## src/verilog/mao_regs.vh

```
// Constants for the motor amplifier output interface
`ifndef MAO_REGS_VH
`define MAO_REGS_VH
// Time figures
`define MAO_CLK_HZ 10000000
`define MAO_PWM_FREQ_MHZ 19531000
`define MAO_PWM_BITS 10
// Output format codes held by the strap capture
`define MAO_FMT_SERIAL 1'b0
`define MAO_FMT_PWM 1'b1
// PWM style codes
`define MAO_PWM_5050 1'b0
`define MAO_PWM_SIGNMAG 1'b1
// Half-scale duty for a zero command
`define MAO_PWM_HALF 10'h200
`define MAO_PWM_FULL 10'h3FF
`define MAO_ZERO_CNT 10'h000
`endif

```

## src/verilog/mao_pwm_channel.v

```verilog
// One symmetric PWM channel with 50/50 and sign/magnitude encodings
`timescale 1ns/1ps
`include "mao_regs.vh"
module mao_pwm_channel #(
    parameter WIDTH = `MAO_PWM_BITS
)
(
    input wire sys_clk_in,
    input wire resetn_in,
    input wire [WIDTH-1:0] tri_count_in,
    input wire count_top_in,
    input wire style_in,
    input wire signed [WIDTH-1:0] command_in,
    output reg pwm_out,
    output reg sign_out
);
    reg [WIDTH-1:0] duty;
    reg [WIDTH-1:0] next_duty;
    reg [WIDTH-1:0] mag;

    // ****************************************
    // Duty encoding
    // ****************************************
    always @*
    begin
        mag = command_in[WIDTH-1] ? (~command_in + 1'b1) : command_in;
        if (style_in == `MAO_PWM_5050)
            // Offset binary: zero is half, sign moves it either side
            next_duty = {~command_in[WIDTH-1], command_in[WIDTH-2:0]};
        else
            next_duty = mag[WIDTH-1] ? `MAO_PWM_FULL : {mag[WIDTH-2:0], 1'b0};
    end

    // Duty loads only at the triangle top, so a pulse never splits mid-period
    always @(posedge sys_clk_in)
    begin
        if (!resetn_in)
        begin
            duty <= `MAO_PWM_HALF;
            pwm_out <= 1'b0;
            sign_out <= 1'b0;
        end
        else
        begin
            if (count_top_in)
            begin
                duty <= next_duty;
                sign_out <= command_in[WIDTH-1];
            end
            pwm_out <= (tri_count_in < duty);
        end
    end
endmodule // mao_pwm_channel

```

## src/verilog/mao_output_interface.v

```verilog
// Motor output side: amplifier selects, pulse/direction, PWM, amplifier status
// Contract
// - The amplifier joins serial traffic only while its active-low select is low.
// - The amplifier output stage stays off unless its active-low enable is low.
// - The fault output pulls low in normal running and floats on a fault.
// - Strap zero tied low makes serial amplifier output the default format.
// - Torque commands go out on the axis-two select, positions on the axis-three one.
// - In pulse-and-direction mode motion comes from pulse, direction and idle signals.
// - In pulse-and-direction mode the serial command path does not respond.
// - PWM magnitude is center-aligned, 10-bit duty, at about 19.531 kHz; the 2048-clock triangle gives 4.88 kHz at the 10 MHz default clock.
// - One 50/50 PWM output is given per motor phase.
`timescale 1ns/1ps
`include "mao_regs.vh"
module mao_output_interface #(
    parameter PHASES = 3,
    parameter WIDTH = `MAO_PWM_BITS,
    parameter CLK_HZ = `MAO_CLK_HZ
)
(
    input wire sys_clk_in,
    input wire resetn_in,
    // Strap and mode
    input wire output_format_strap0_in,
    input wire pulse_dir_mode_in,
    input wire pwm_style_in,
    // Serial command requests from the profile engine
    input wire torque_req_in,
    input wire position_req_in,
    input wire frame_done_in,
    // Amplifier side
    input wire amp_serial_select_n_in,
    input wire amp_enable_n_in,
    input wire amp_fault_in,
    input wire amp_fault_opendrain_in,
    input wire step_pulse_in,
    input wire step_dir_in,
    input wire motion_idle_flag_in,
    input wire signed [PHASES*WIDTH-1:0] phase_cmd_in,
    output reg axis2_amp_select_n_out,
    output reg axis3_amp_select_n_out,
    output reg serial_format_out,
    output reg serial_active_out,
    output reg output_stage_on_out,
    output wire amp_fault_opendrain_out,
    output reg amp_fault_opendrain_oe_out,
    output reg amp_fault_seen_out,
    output reg step_pulse_out,
    output reg step_dir_out,
    output reg motion_idle_flag_out,
    output wire [PHASES-1:0] pwm_out,
    output wire [PHASES-1:0] sign_out,
    output reg bridge_dir_out,
    output reg bridge_pwm_out
);
    // Triangle of 2*2^WIDTH steps: 10 MHz gives 4.88 kHz; faster clock gives nominal rate
    localparam [WIDTH-1:0] TOP = {WIDTH{1'b1}};

    localparam [2:0] ST_IDLE = 3'b001;
    localparam [2:0] ST_AX2 = 3'b010;
    localparam [2:0] ST_AX3 = 3'b100;

    reg [2:0] state;
    reg [2:0] next_state;
    reg [WIDTH-1:0] tri_count;
    reg tri_down;
    reg strap_done;
    reg [1:0] sel_sync;
    reg [1:0] en_sync;
    reg [1:0] fault_sync;
    reg [1:0] pin_sync;
    reg [1:0] pulse_sync;
    reg [1:0] dir_sync;
    reg [1:0] idle_sync;
    reg [1:0] strap_sync;
    wire count_top;

    assign count_top = (tri_count == TOP) && !tri_down;
    // Open-drain: only ever drives low
    assign amp_fault_opendrain_out = 1'b0;

    // ****************************************
    // Input synchronisers
    // ****************************************
    always @(posedge sys_clk_in)
    begin
        if (!resetn_in)
        begin
            sel_sync <= 2'h3;
            en_sync <= 2'h3;
            fault_sync <= 2'h0;
            pin_sync <= 2'h0;
            pulse_sync <= 2'h0;
            dir_sync <= 2'h0;
            idle_sync <= 2'h3;
        end
        else
        begin
            sel_sync <= {sel_sync[0], amp_serial_select_n_in};
            en_sync <= {en_sync[0], amp_enable_n_in};
            fault_sync <= {fault_sync[0], amp_fault_in};
            pin_sync <= {pin_sync[0], amp_fault_opendrain_in};
            pulse_sync <= {pulse_sync[0], step_pulse_in};
            dir_sync <= {dir_sync[0], step_dir_in};
            idle_sync <= {idle_sync[0], motion_idle_flag_in};
        end
    end

    // ****************************************
    // Strap capture after reset release
    // ****************************************
    // No reset on this chain: it must hold the settled strap level when reset lets go
    // Limitation: the strap has to be stable for two edges before release
    always @(posedge sys_clk_in)
    begin
        strap_sync <= {strap_sync[0], output_format_strap0_in};
    end

    always @(posedge sys_clk_in)
    begin
        if (!resetn_in)
        begin
            strap_done <= 1'b0;
            serial_format_out <= 1'b0;
        end
        else if (!strap_done)
        begin
            strap_done <= 1'b1;
            serial_format_out <= (strap_sync[1] == `MAO_FMT_SERIAL);
        end
    end

    // ****************************************
    // Amplifier-side status
    // ****************************************
    always @(posedge sys_clk_in)
    begin
        if (!resetn_in)
        begin
            serial_active_out <= 1'b0;
            output_stage_on_out <= 1'b0;
            amp_fault_opendrain_oe_out <= 1'b1;
            amp_fault_seen_out <= 1'b0;
            step_pulse_out <= 1'b0;
            step_dir_out <= 1'b0;
            motion_idle_flag_out <= 1'b1;
        end
        else
        begin
            serial_active_out <= !sel_sync[1] && !pulse_dir_mode_in;
            output_stage_on_out <= !en_sync[1] && !fault_sync[1];
            amp_fault_opendrain_oe_out <= !fault_sync[1];
            amp_fault_seen_out <= pin_sync[1];
            if (pulse_dir_mode_in)
            begin
                step_pulse_out <= pulse_sync[1];
                step_dir_out <= dir_sync[1];
                motion_idle_flag_out <= idle_sync[1];
            end
        end
    end

    // ****************************************
    // Select sequencer, one select at a time
    // ****************************************
    always @*
    begin
        next_state = state;
        case (state)
            ST_IDLE:
                if (serial_format_out && !pulse_dir_mode_in)
                begin
                    if (torque_req_in)
                        next_state = ST_AX2;
                    else if (position_req_in)
                        next_state = ST_AX3;
                end
            ST_AX2:
                if (frame_done_in)
                    next_state = ST_IDLE;
            ST_AX3:
                if (frame_done_in)
                    next_state = ST_IDLE;
            default:
                next_state = ST_IDLE;
        endcase
    end

    always @(posedge sys_clk_in)
    begin
        if (!resetn_in)
        begin
            state <= ST_IDLE;
            axis2_amp_select_n_out <= 1'b1;
            axis3_amp_select_n_out <= 1'b1;
        end
        else
        begin
            state <= next_state;
            // One-hot state keeps the two selects exclusive
            axis2_amp_select_n_out <= !next_state[1];
            axis3_amp_select_n_out <= !next_state[2];
        end
    end

    // ****************************************
    // Shared triangle counter
    // ****************************************
    always @(posedge sys_clk_in)
    begin
        if (!resetn_in)
        begin
            tri_count <= `MAO_ZERO_CNT;
            tri_down <= 1'b0;
        end
        else if (!tri_down)
        begin
            if (tri_count == TOP)
                tri_down <= 1'b1;
            else
                tri_count <= tri_count + 1'b1;
        end
        else
        begin
            if (tri_count == `MAO_ZERO_CNT)
                tri_down <= 1'b0;
            else
                tri_count <= tri_count - 1'b1;
        end
    end

    genvar gi;
    generate
        for (gi = 0; gi < PHASES; gi = gi + 1)
        begin : g_phase
            mao_pwm_channel #(.WIDTH(WIDTH)) u_chan (
                .sys_clk_in(sys_clk_in),
                .resetn_in(resetn_in),
                .tri_count_in(tri_count),
                .count_top_in(count_top),
                .style_in(pwm_style_in),
                .command_in(phase_cmd_in[gi*WIDTH +: WIDTH]),
                .pwm_out(pwm_out[gi]),
                .sign_out(sign_out[gi])
            );
        end
    endgenerate

    // ****************************************
    // H-bridge pair from phase 0
    // ****************************************
    always @(posedge sys_clk_in)
    begin
        if (!resetn_in)
        begin
            bridge_dir_out <= 1'b0;
            bridge_pwm_out <= 1'b0;
        end
        else if (pwm_style_in == `MAO_PWM_5050)
        begin
            bridge_dir_out <= pwm_out[0];
            bridge_pwm_out <= 1'b1;
        end
        else
        begin
            bridge_dir_out <= sign_out[0];
            bridge_pwm_out <= pwm_out[0];
        end
    end
endmodule // mao_output_interface

```

## config.mk

```make
export PLATFORM = sky130hd
export DESIGN_NAME = mao_output_interface
export DESIGN_NICKNAME = d
export VERILOG_FILES = /design/src/verilog/mao_pwm_channel.v /design/src/verilog/mao_output_interface.v
export VERILOG_INCLUDE_DIRS = /design/src /design/src/verilog
export SDC_FILE = /design/constraint.sdc
export NUM_CORES = 1
export LEC_CHECK = 0
export BUFFER_PORTS_ARGS = -buffer_cell sky130_fd_sc_hd__buf_2
export CORE_ASPECT_RATIO = 1.75
export CORE_MARGIN = 2
export CORE_UTILIZATION = 50
export CTS_CLUSTER_DIAMETER = 120
export DETAILED_ROUTE_END_ITERATION = 8
export PLACE_DENSITY = 0.71
export SLEW_MARGIN = 10
export SYNTH_ARGS = -nofsm -noshare
export SYNTH_HDL_FRONTEND = slang
export SYNTH_SLANG_ARGS = --single-unit
```

## constraint.sdc

```tcl
create_clock -name sys_clk_in -period 2.5 [get_ports sys_clk_in]
set_input_delay 0.5 -clock sys_clk_in [delete_from_list [all_inputs] [get_ports sys_clk_in]]
set_output_delay 0.5 -clock sys_clk_in [all_outputs]
set_load 0.01 [all_outputs]
```

==> reports/results.tsv, run 1 <==
stage	metric	value	unit
synthesis	syn_nets	607	
power	P_leak	2.13	nW
power	clock share of power	44.7	%
power	Peak VDD IR	0.568	mV
timing	worst clock skew	0.00739	ns
timing	Setup Viol. Count Final	0	
floorplan	Core Area	8670	sq um
synthesis	predominant post-synthesis flop cell	dfxtp_1	
finish	share of post-route cells with drive strength above 1	15.4	%
synthesis	Gate Count Post-Synth	523	
synthesis	area leader, netlist	dfxtp_1	
clock_network	Hold-fix buffers, CTS	0	
timing	Least-Margin Pin Slew	0.548	ns
drt	routed wire length	10.3	mm
clock_network	Post-CTS Setup Inserts	0	
worst_setup_path	reg2reg end	tri_count[6]	
power	power density over cell area	568	nW/um^2
floorplan	Rows	45	
worst_setup_path	Max Fanout on Critical Path	8	
worst_setup_path	startpoint type of the worst setup path	flop	
grt	GRT overflow	0	
synthesis	Mean Syn Cell Area	8.47	sq um
place	Placed Area	4800	sq um
worst_setup_path	CP Capture Type	flop	
drt	TritonRoute pass-1 iters	5	
drt	First DRT Iteration DRCs	143	
place	PortBufs	62	
clock_network	TritonCTS clock tree	built	
clock_network	# resized after CTS	0	
timing	fin crit share	89.4	%
power	Net Sw Frac	24.4	%
floorplan	DIE AREA	9660	sq um
synthesis	ys async rst share	0	%
power	Sequential Power Share	45.1	%
grt	pin count of the biggest net entering global routing	37	
clock_network	root buf cell	clkbuf_16	
finish	diodes inserted	0	
floorplan	Initial Utilization	51.1	%
finish	register area	1580	sq um
drt	Final ANT Viol Nets	0	
finish	filler instances	812	
place	Post-Place Worst Slack	0.345	ns
power	Internal	0.00219	W
timing	RSZ-0062 raised after global routing	no	
power	Logic pwr share	10.1	%
clock_network	largest buffer count on any clock path	2	
timing	Max Fclk	447	MHz
outcome	status	finished clean	
synthesis	register area share after synthesis	35.7	%
grt	initial antenna violation count	0	
synthesis	Distinct cells, synth	53	
timing	final setup margin	0.264	ns
finish	area of the multi-input gates	2550	sq um
synthesis	Area contributors post-synth	dfxtp_1 36%, ha_1 11%, a21oi_1 5.2%, nand2_1 4.7%, o221ai_1 4.0%	
clock_network	CTS clock-pin slew for the worst setup and hold paths	0.06	ns
worst_setup_path	CP Launch Point	tri_count[0]	
drt	drt drc	0	
drt	drt wl/cell	14.8	um
worst_setup_path	worst-case reg-to-reg path depth	6	
floorplan	chip width	75.1	um
flow_run	total of max-cap violations	0	
worst_setup_path	Crit Path Class	reg -> reg	
worst_setup_path	WP data required	2.74	ns
floorplan	IO Pins	64	
finish	Area growth, synth to finish	15.2	%
place	Post-DP HPWL	7.59	mm
worst_setup_path	CP endpoint	tri_count[6]	
synthesis	number of flops mapped to enable cells by yosys	0	
finish	fin area	5100	sq um
finish	most frequent cells in the layout	79 x dfxtp_1, 62 x buf_2, 55 x nand2_1, 46 x a21oi_1, 42 x inv_1	
drt	total number of vias	3872	
timing	Total Neg Setup Slack	0	ns
clock_network	H-tree levels	3	
finish	nets@finish	657	
grt	Total Routing Usage GR	23.3	%
synthesis	#FFs+latches synth	79	
clock_network	clock sink count	79	
timing	Worst slew margin	63.1	%
grt	first-pass GRT wire length	17.5	mm
timing	Fin. Hold Viols	0	
worst_setup_path	R2R Setup Slk	0.26	ns
synthesis	Yosys top cell area share	35.7	%
hold_path	Worst Hold Class	in -> reg	
worst_setup_path	WP data arrival	2.48	ns
timing	Slew Viols, Final	0	
clock_network	total clock buffers created by CTS	9	
grt	vias in the first global route	3925	
floorplan	Die Y	129	um
place	GPL Wtd Cong	0.885	
synthesis	Synth Warn #	0	
clock_network	clk_lat worst skew	0.34	ns
drt	vias per std cell	5.57	
worst_setup_path	Worst R2R Start	tri_count[0]	
synthesis	Post-Syn Area	4430	sq um
finish	leading cell type in the layout, fill and taps excluded	dfxtp_1	
timing	minimum clock period	2.24	ns
power	Switch Pwr	0.000706	W
[worst max-delay path: stages, from the launching register on]
cell     delay [ns]
dfxtp_1        0.39
fa_1           0.47
a21o_1         0.20
a21oi_1        0.22
nor2b_1        0.11
or4b_1         0.48
a41oi_1        0.27
[final cells by class]
type / count / area share, %
multi-input cells: 371 / 50.0
repair buffers: 70 / 7.26
inverters: 42 / 3.09
well taps: 117 / 2.87
clock inverters: 6 / 1.35
clock buffers: 10 / 4.49
flip-flops and latches: 79 / 31.0
[cell families after synthesis]
logic type | synth area share (%)
buffers and inverters | 6.89
and+or+nand+nor | 17.8
xor gates and xnor gates | 3.56
DFF | 35.7
muxes | 1.36
other | 0.0847
AOI/OAI and AO/OA | 23.4
adders and majority gates | 11.2
[stage by stage]
| step | hold WS (ns) | util, % | power [W] | std cells |
|---|---|---|---|---|
| after floorplan | 0.310 | - | 0.00151 | 523 |
| after detailed placement | 0.319 | 55.4 | 0.00163 | 679 |
| after CTS | 0.249 | 58.8 | 0.00293 | 695 |
| after global routing | 0.251 | 58.8 | 0.00302 | 695 |
| after global placement | 0.320 | 55.4 | 0.00162 | 679 |
| final | 0.259 | 58.8 | 0.00290 | 695 |
[cells in the mapped netlist (3+ instances only)]
| cell type | count |
|---|---|
| nor3b_1 | 3 |
| nor3_1 | 4 |
| o211ai_1 | 9 |
| nand2_1 | 55 |
| nand4b_1 | 4 |
| xnor2_1 | 14 |
| inv_1 | 42 |
| clkbuf_1 | 20 |
| and2_1 | 11 |
| o21a_1 | 3 |
| xor2_1 | 4 |
| nand3_1 | 6 |
| a21boi_0 | 19 |
| buf_2 | 3 |
| o221ai_1 | 20 |
| nor2b_1 | 11 |
| a21oi_1 | 46 |
| o21ai_0 | 29 |
| buf_4 | 7 |
| and4_1 | 4 |
| dfxtp_1 | 79 |
| nor4_1 | 5 |
| ha_1 | 38 |
| a21boi_1 | 5 |
| o31ai_1 | 4 |
| a31oi_1 | 7 |
| nor2_1 | 19 |
| nand2b_1 | 14 |
| a21o_1 | 5 |
| mux2i_1 | 6 |
[worst min-delay path by stage]
stage,startpoint,end,depth (start not counted),slack [ns]
after CTS,output_format_strap0_in,strap_sync[0],1,0.25
after detailed placement,strap_sync[0],strap_sync[1],0,0.32
after floorplan,strap_sync[0],strap_sync[1],0,0.31
final,output_format_strap0_in,strap_sync[0],1,0.26
after global placement,strap_sync[0],strap_sync[1],0,0.32
after global routing,output_format_strap0_in,strap_sync[0],1,0.25
[power by group through the flow]
stage | Combinational (W) | Clock, W | Sequential (W)
2_1_floorplan | 0.000182 | 0 | 0.00133
3_3_place_gp | 0.000282 | 0 | 0.00133
3_5_place_dp | 0.000291 | 0 | 0.00134
4_1_cts | 0.000294 | 0.00133 | 0.00131
5_1_grt | 0.000330 | 0.00138 | 0.00131
6_report | 0.000293 | 0.00130 | 0.00131
[state kept, by name, indices dropped and copies added (netlist names), 3 cells and up]
name / cells
g_phase.u_chan.duty: 30
g_phase.u_chan.pwm_out: 3
g_phase.u_chan.sign_out: 3
state: 3
tri_count: 10
[layer usage]
metal	up-vias	routed length, um	share of wire [%]	track usage [%]
met2	79	5580	54	42.1
met5	-	0	0	0
met3	18	327	3.2	5.09
met4	0	223	2.2	10.6
met1	1825	4140	40	24.9
li1	1950	-	-	-
Note: power is estimated with default switching activity, not from simulation.
==> run 2, diff against run 1 <==
- CORE_UTILIZATION: 50 -> 30
- PLACE_DENSITY: 0.71 -> default
==> run 2 against run 1 <==
Maximum frequency is 3.0% lower; first-iteration DRC count increased by 15%; clock power is essentially flat; non-clock buffer count unchanged; sequential cell count is the same; register-to-register slack worse by 0.07 ns; setup slack got worse by 0.069 ns; clock-buffer cell count stayed put; total power shrank 0.86%; global-route usage is 8.5 points lower; worst hold slack is essentially flat; clock skew up 0.0021 ns; critical path type unchanged; highest routed layer unchanged.
==> reports/results.tsv, run 2 (synthesis results as in run 1) <==
stage	metric	value	unit	change
drt	First DRT Iteration DRCs	165		was 143
worst_setup_path	CP Capture Type	flop		unchanged
worst_setup_path	startpoint type of the worst setup path	flop		unchanged
place	PortBufs	62		unchanged
finish	filler instances	1494		was 812
worst_setup_path	Slowest-stage cell, CP	fa_1		was or4b_1
clock_network	clk_lat worst skew	0.34	ns	about the same
place	GPL Wtd Cong	0.816		was 0.885
drt	Final ANT Viol Nets	0		unchanged
finish	leading cell type in the layout, fill and taps excluded	dfxtp_1		unchanged
timing	Least-Margin Pin Slew	0.490	ns	was 0.548 ns
timing	Worst slew margin	67.0	%	was 63.1%
power	Peak VDD IR	0.334	mV	was 0.568 mV
floorplan	IO Pins	64		unchanged
finish	Regs by FF count	g_phase.u_chan.duty x30, tri_count x10		unchanged
worst_setup_path	Crit Path Class	reg -> reg		unchanged
timing	Slew Viols, Final	0		unchanged
clock_network	TritonCTS clock tree	built		unchanged
clock_network	root buf cell	clkbuf_16		unchanged
timing	Total Neg Setup Slack	0	ns	unchanged
grt	Total Routing Usage GR	14.8	%	was 23.3%
clock_network	total clock buffers created by CTS	9		unchanged
timing	fin crit share	92.2	%	was 89.4%
floorplan	Core Area	14400	sq um	was 8670 sq um
clock_network	Post-CTS Setup Inserts	0		unchanged
timing	worst clock skew	0.00948	ns	was 0.00739 ns
worst_setup_path	CP max stage delay	0.52	ns	was 0.48 ns
power	P_leak	2.12	nW	was 2.13 nW
power	power density over cell area	555	nW/um^2	was 568 nW/um^2
timing	Setup Viol. Count Final	0		unchanged
floorplan	Rows	58		was 45
drt	total number of vias	3909		was 3872
clock_network	Hold-fix buffers, CTS	0		unchanged
timing	RSZ-0062 raised after global routing	no		unchanged
floorplan	Die Y	165	um	was 129 um
worst_setup_path	CP cell instances	fa_1 -> a21o_1 -> a21oi_1 -> nor2b_1 -> or4b_1 -> a41oi_1		unchanged
finish	most frequent cells in the layout	79 x dfxtp_1, 62 x buf_2, 55 x nand2_1, 46 x a21oi_1, 42 x inv_1		unchanged
finish	max reg flops	30		unchanged
grt	pin count of the biggest net entering global routing	37		unchanged
clock_network	H-tree levels	3		unchanged
drt	routed wire length	10.9	mm	was 10.3 mm
outcome	status	finished clean		unchanged
timing	Fin. Hold Viols	0		unchanged
hold_path	Worst Hold Class	in -> reg		unchanged
clock_network	CTS clock-pin slew for the worst setup and hold paths	0.06	ns	about the same
floorplan	chip width	95.9	um	was 75.1 um
finish	share of post-route cells with drive strength above 1	15.6	%	was 15.4%
drt	TritonRoute pass-1 iters	4		was 5
place	Post-DP HPWL	8.23	mm	was 7.59 mm
grt	first-pass GRT wire length	18.4	mm	was 17.5 mm
worst_setup_path	WP data arrival	2.56	ns	was 2.48 ns
clock_network	largest buffer count on any clock path	2		unchanged
timing	WHS	0.259	ns	about the same
drt	drt drc	0		unchanged
drt	vias per std cell	5.16		was 5.57
finish	Top reg by flops	g_phase.u_chan.duty		unchanged
grt	GRT overflow	0		unchanged
finish	Area growth, synth to finish	16.8	%	was 15.2%
finish	diodes inserted	0		unchanged
floorplan	Initial Utilization	30.7	%	was 51.1%
clock_network	# resized after CTS	0		unchanged
worst_setup_path	Max Fanout on Critical Path	13		was 8
flow_run	total of max-cap violations	0		unchanged
grt	vias in the first global route	3989		was 3925
drt	drt wl/cell	14.4	um	was 14.8 um
timing	minimum clock period	2.31	ns	was 2.24 ns
worst_setup_path	WP data required	2.76	ns	was 2.74 ns
floorplan	DIE AREA	15800	sq um	was 9660 sq um
grt	initial antenna violation count	0		unchanged
finish	nets@finish	657		unchanged
clock_network	clock sink count	79		unchanged
timing	Max Fclk	434	MHz	was 447 MHz
run 2: worst paths after layout:
check / from / to / slack, ns / depth (start not counted)
max reg2reg: tri_down / tri_count[6] / 0.19 / 6
min reg2reg: strap_sync[0] / strap_sync[1] / 0.32 / 0
max: tri_down / tri_count[6] / 0.19 / 6
min: output_format_strap0_in / strap_sync[0] / 0.26 / 1
run 2: final cells by class:
| class | instances | area [sq um] | area share [%] |
|---|---|---|---|
| Clock inverter | 6 | 52.6 | 1.02 |
| Multi-Input combinational cell | 371 | 2550 | 49.3 |
| Inverter | 42 | 158 | 3.05 |
| Sequential cell | 79 | 1580 | 30.6 |
| Timing Repair Buffer | 70 | 370 | 7.16 |
| Clock buffer | 10 | 239 | 4.62 |
| Tap cell | 180 | 225 | 4.35 |
run 2: through the flow:
| stage | worst slack (ns) | instances | instance area [sq um] | power, W | util (%) |
|---|---|---|---|---|---|
| floorplan | 0.437 | 523 | 4430 | 0.00151 | - |
| global placement | 0.321 | 742 | 4880 | 0.00162 | 33.8 |
| detailed placement | 0.232 | 742 | 4880 | 0.00163 | 33.8 |
| CTS | 0.222 | 758 | 5170 | 0.00291 | 35.8 |
| global route | 0.0902 | 758 | 5170 | 0.00299 | 35.8 |
| finish | 0.195 | 758 | 5170 | 0.00287 | 35.8 |
run 2: report_power, final:
group          internal, W  switching, W  total [W]  leakage, nW
Sequential         0.00129     0.0000169    0.00130        0.644
Clock             0.000715      0.000556    0.00127        0.138
Combinational     0.000128      0.000170   0.000298         1.34
run 2: routing by layer:
metal | part of all wire [%] | GRT usage, %
met5 | 0 | 0
met4 | 2.2 | 6.95
met3 | 2.9 | 2.46
met2 | 56 | 27.8
met1 | 39 | 15.5
run 2: worst max-delay path, delay by kind of cell (launching register included):
family	cells	cell delay, ns
compound gates	3	0.65
fa+ha+maj	1	0.52
flops	1	0.47
simple gates	2	0.59
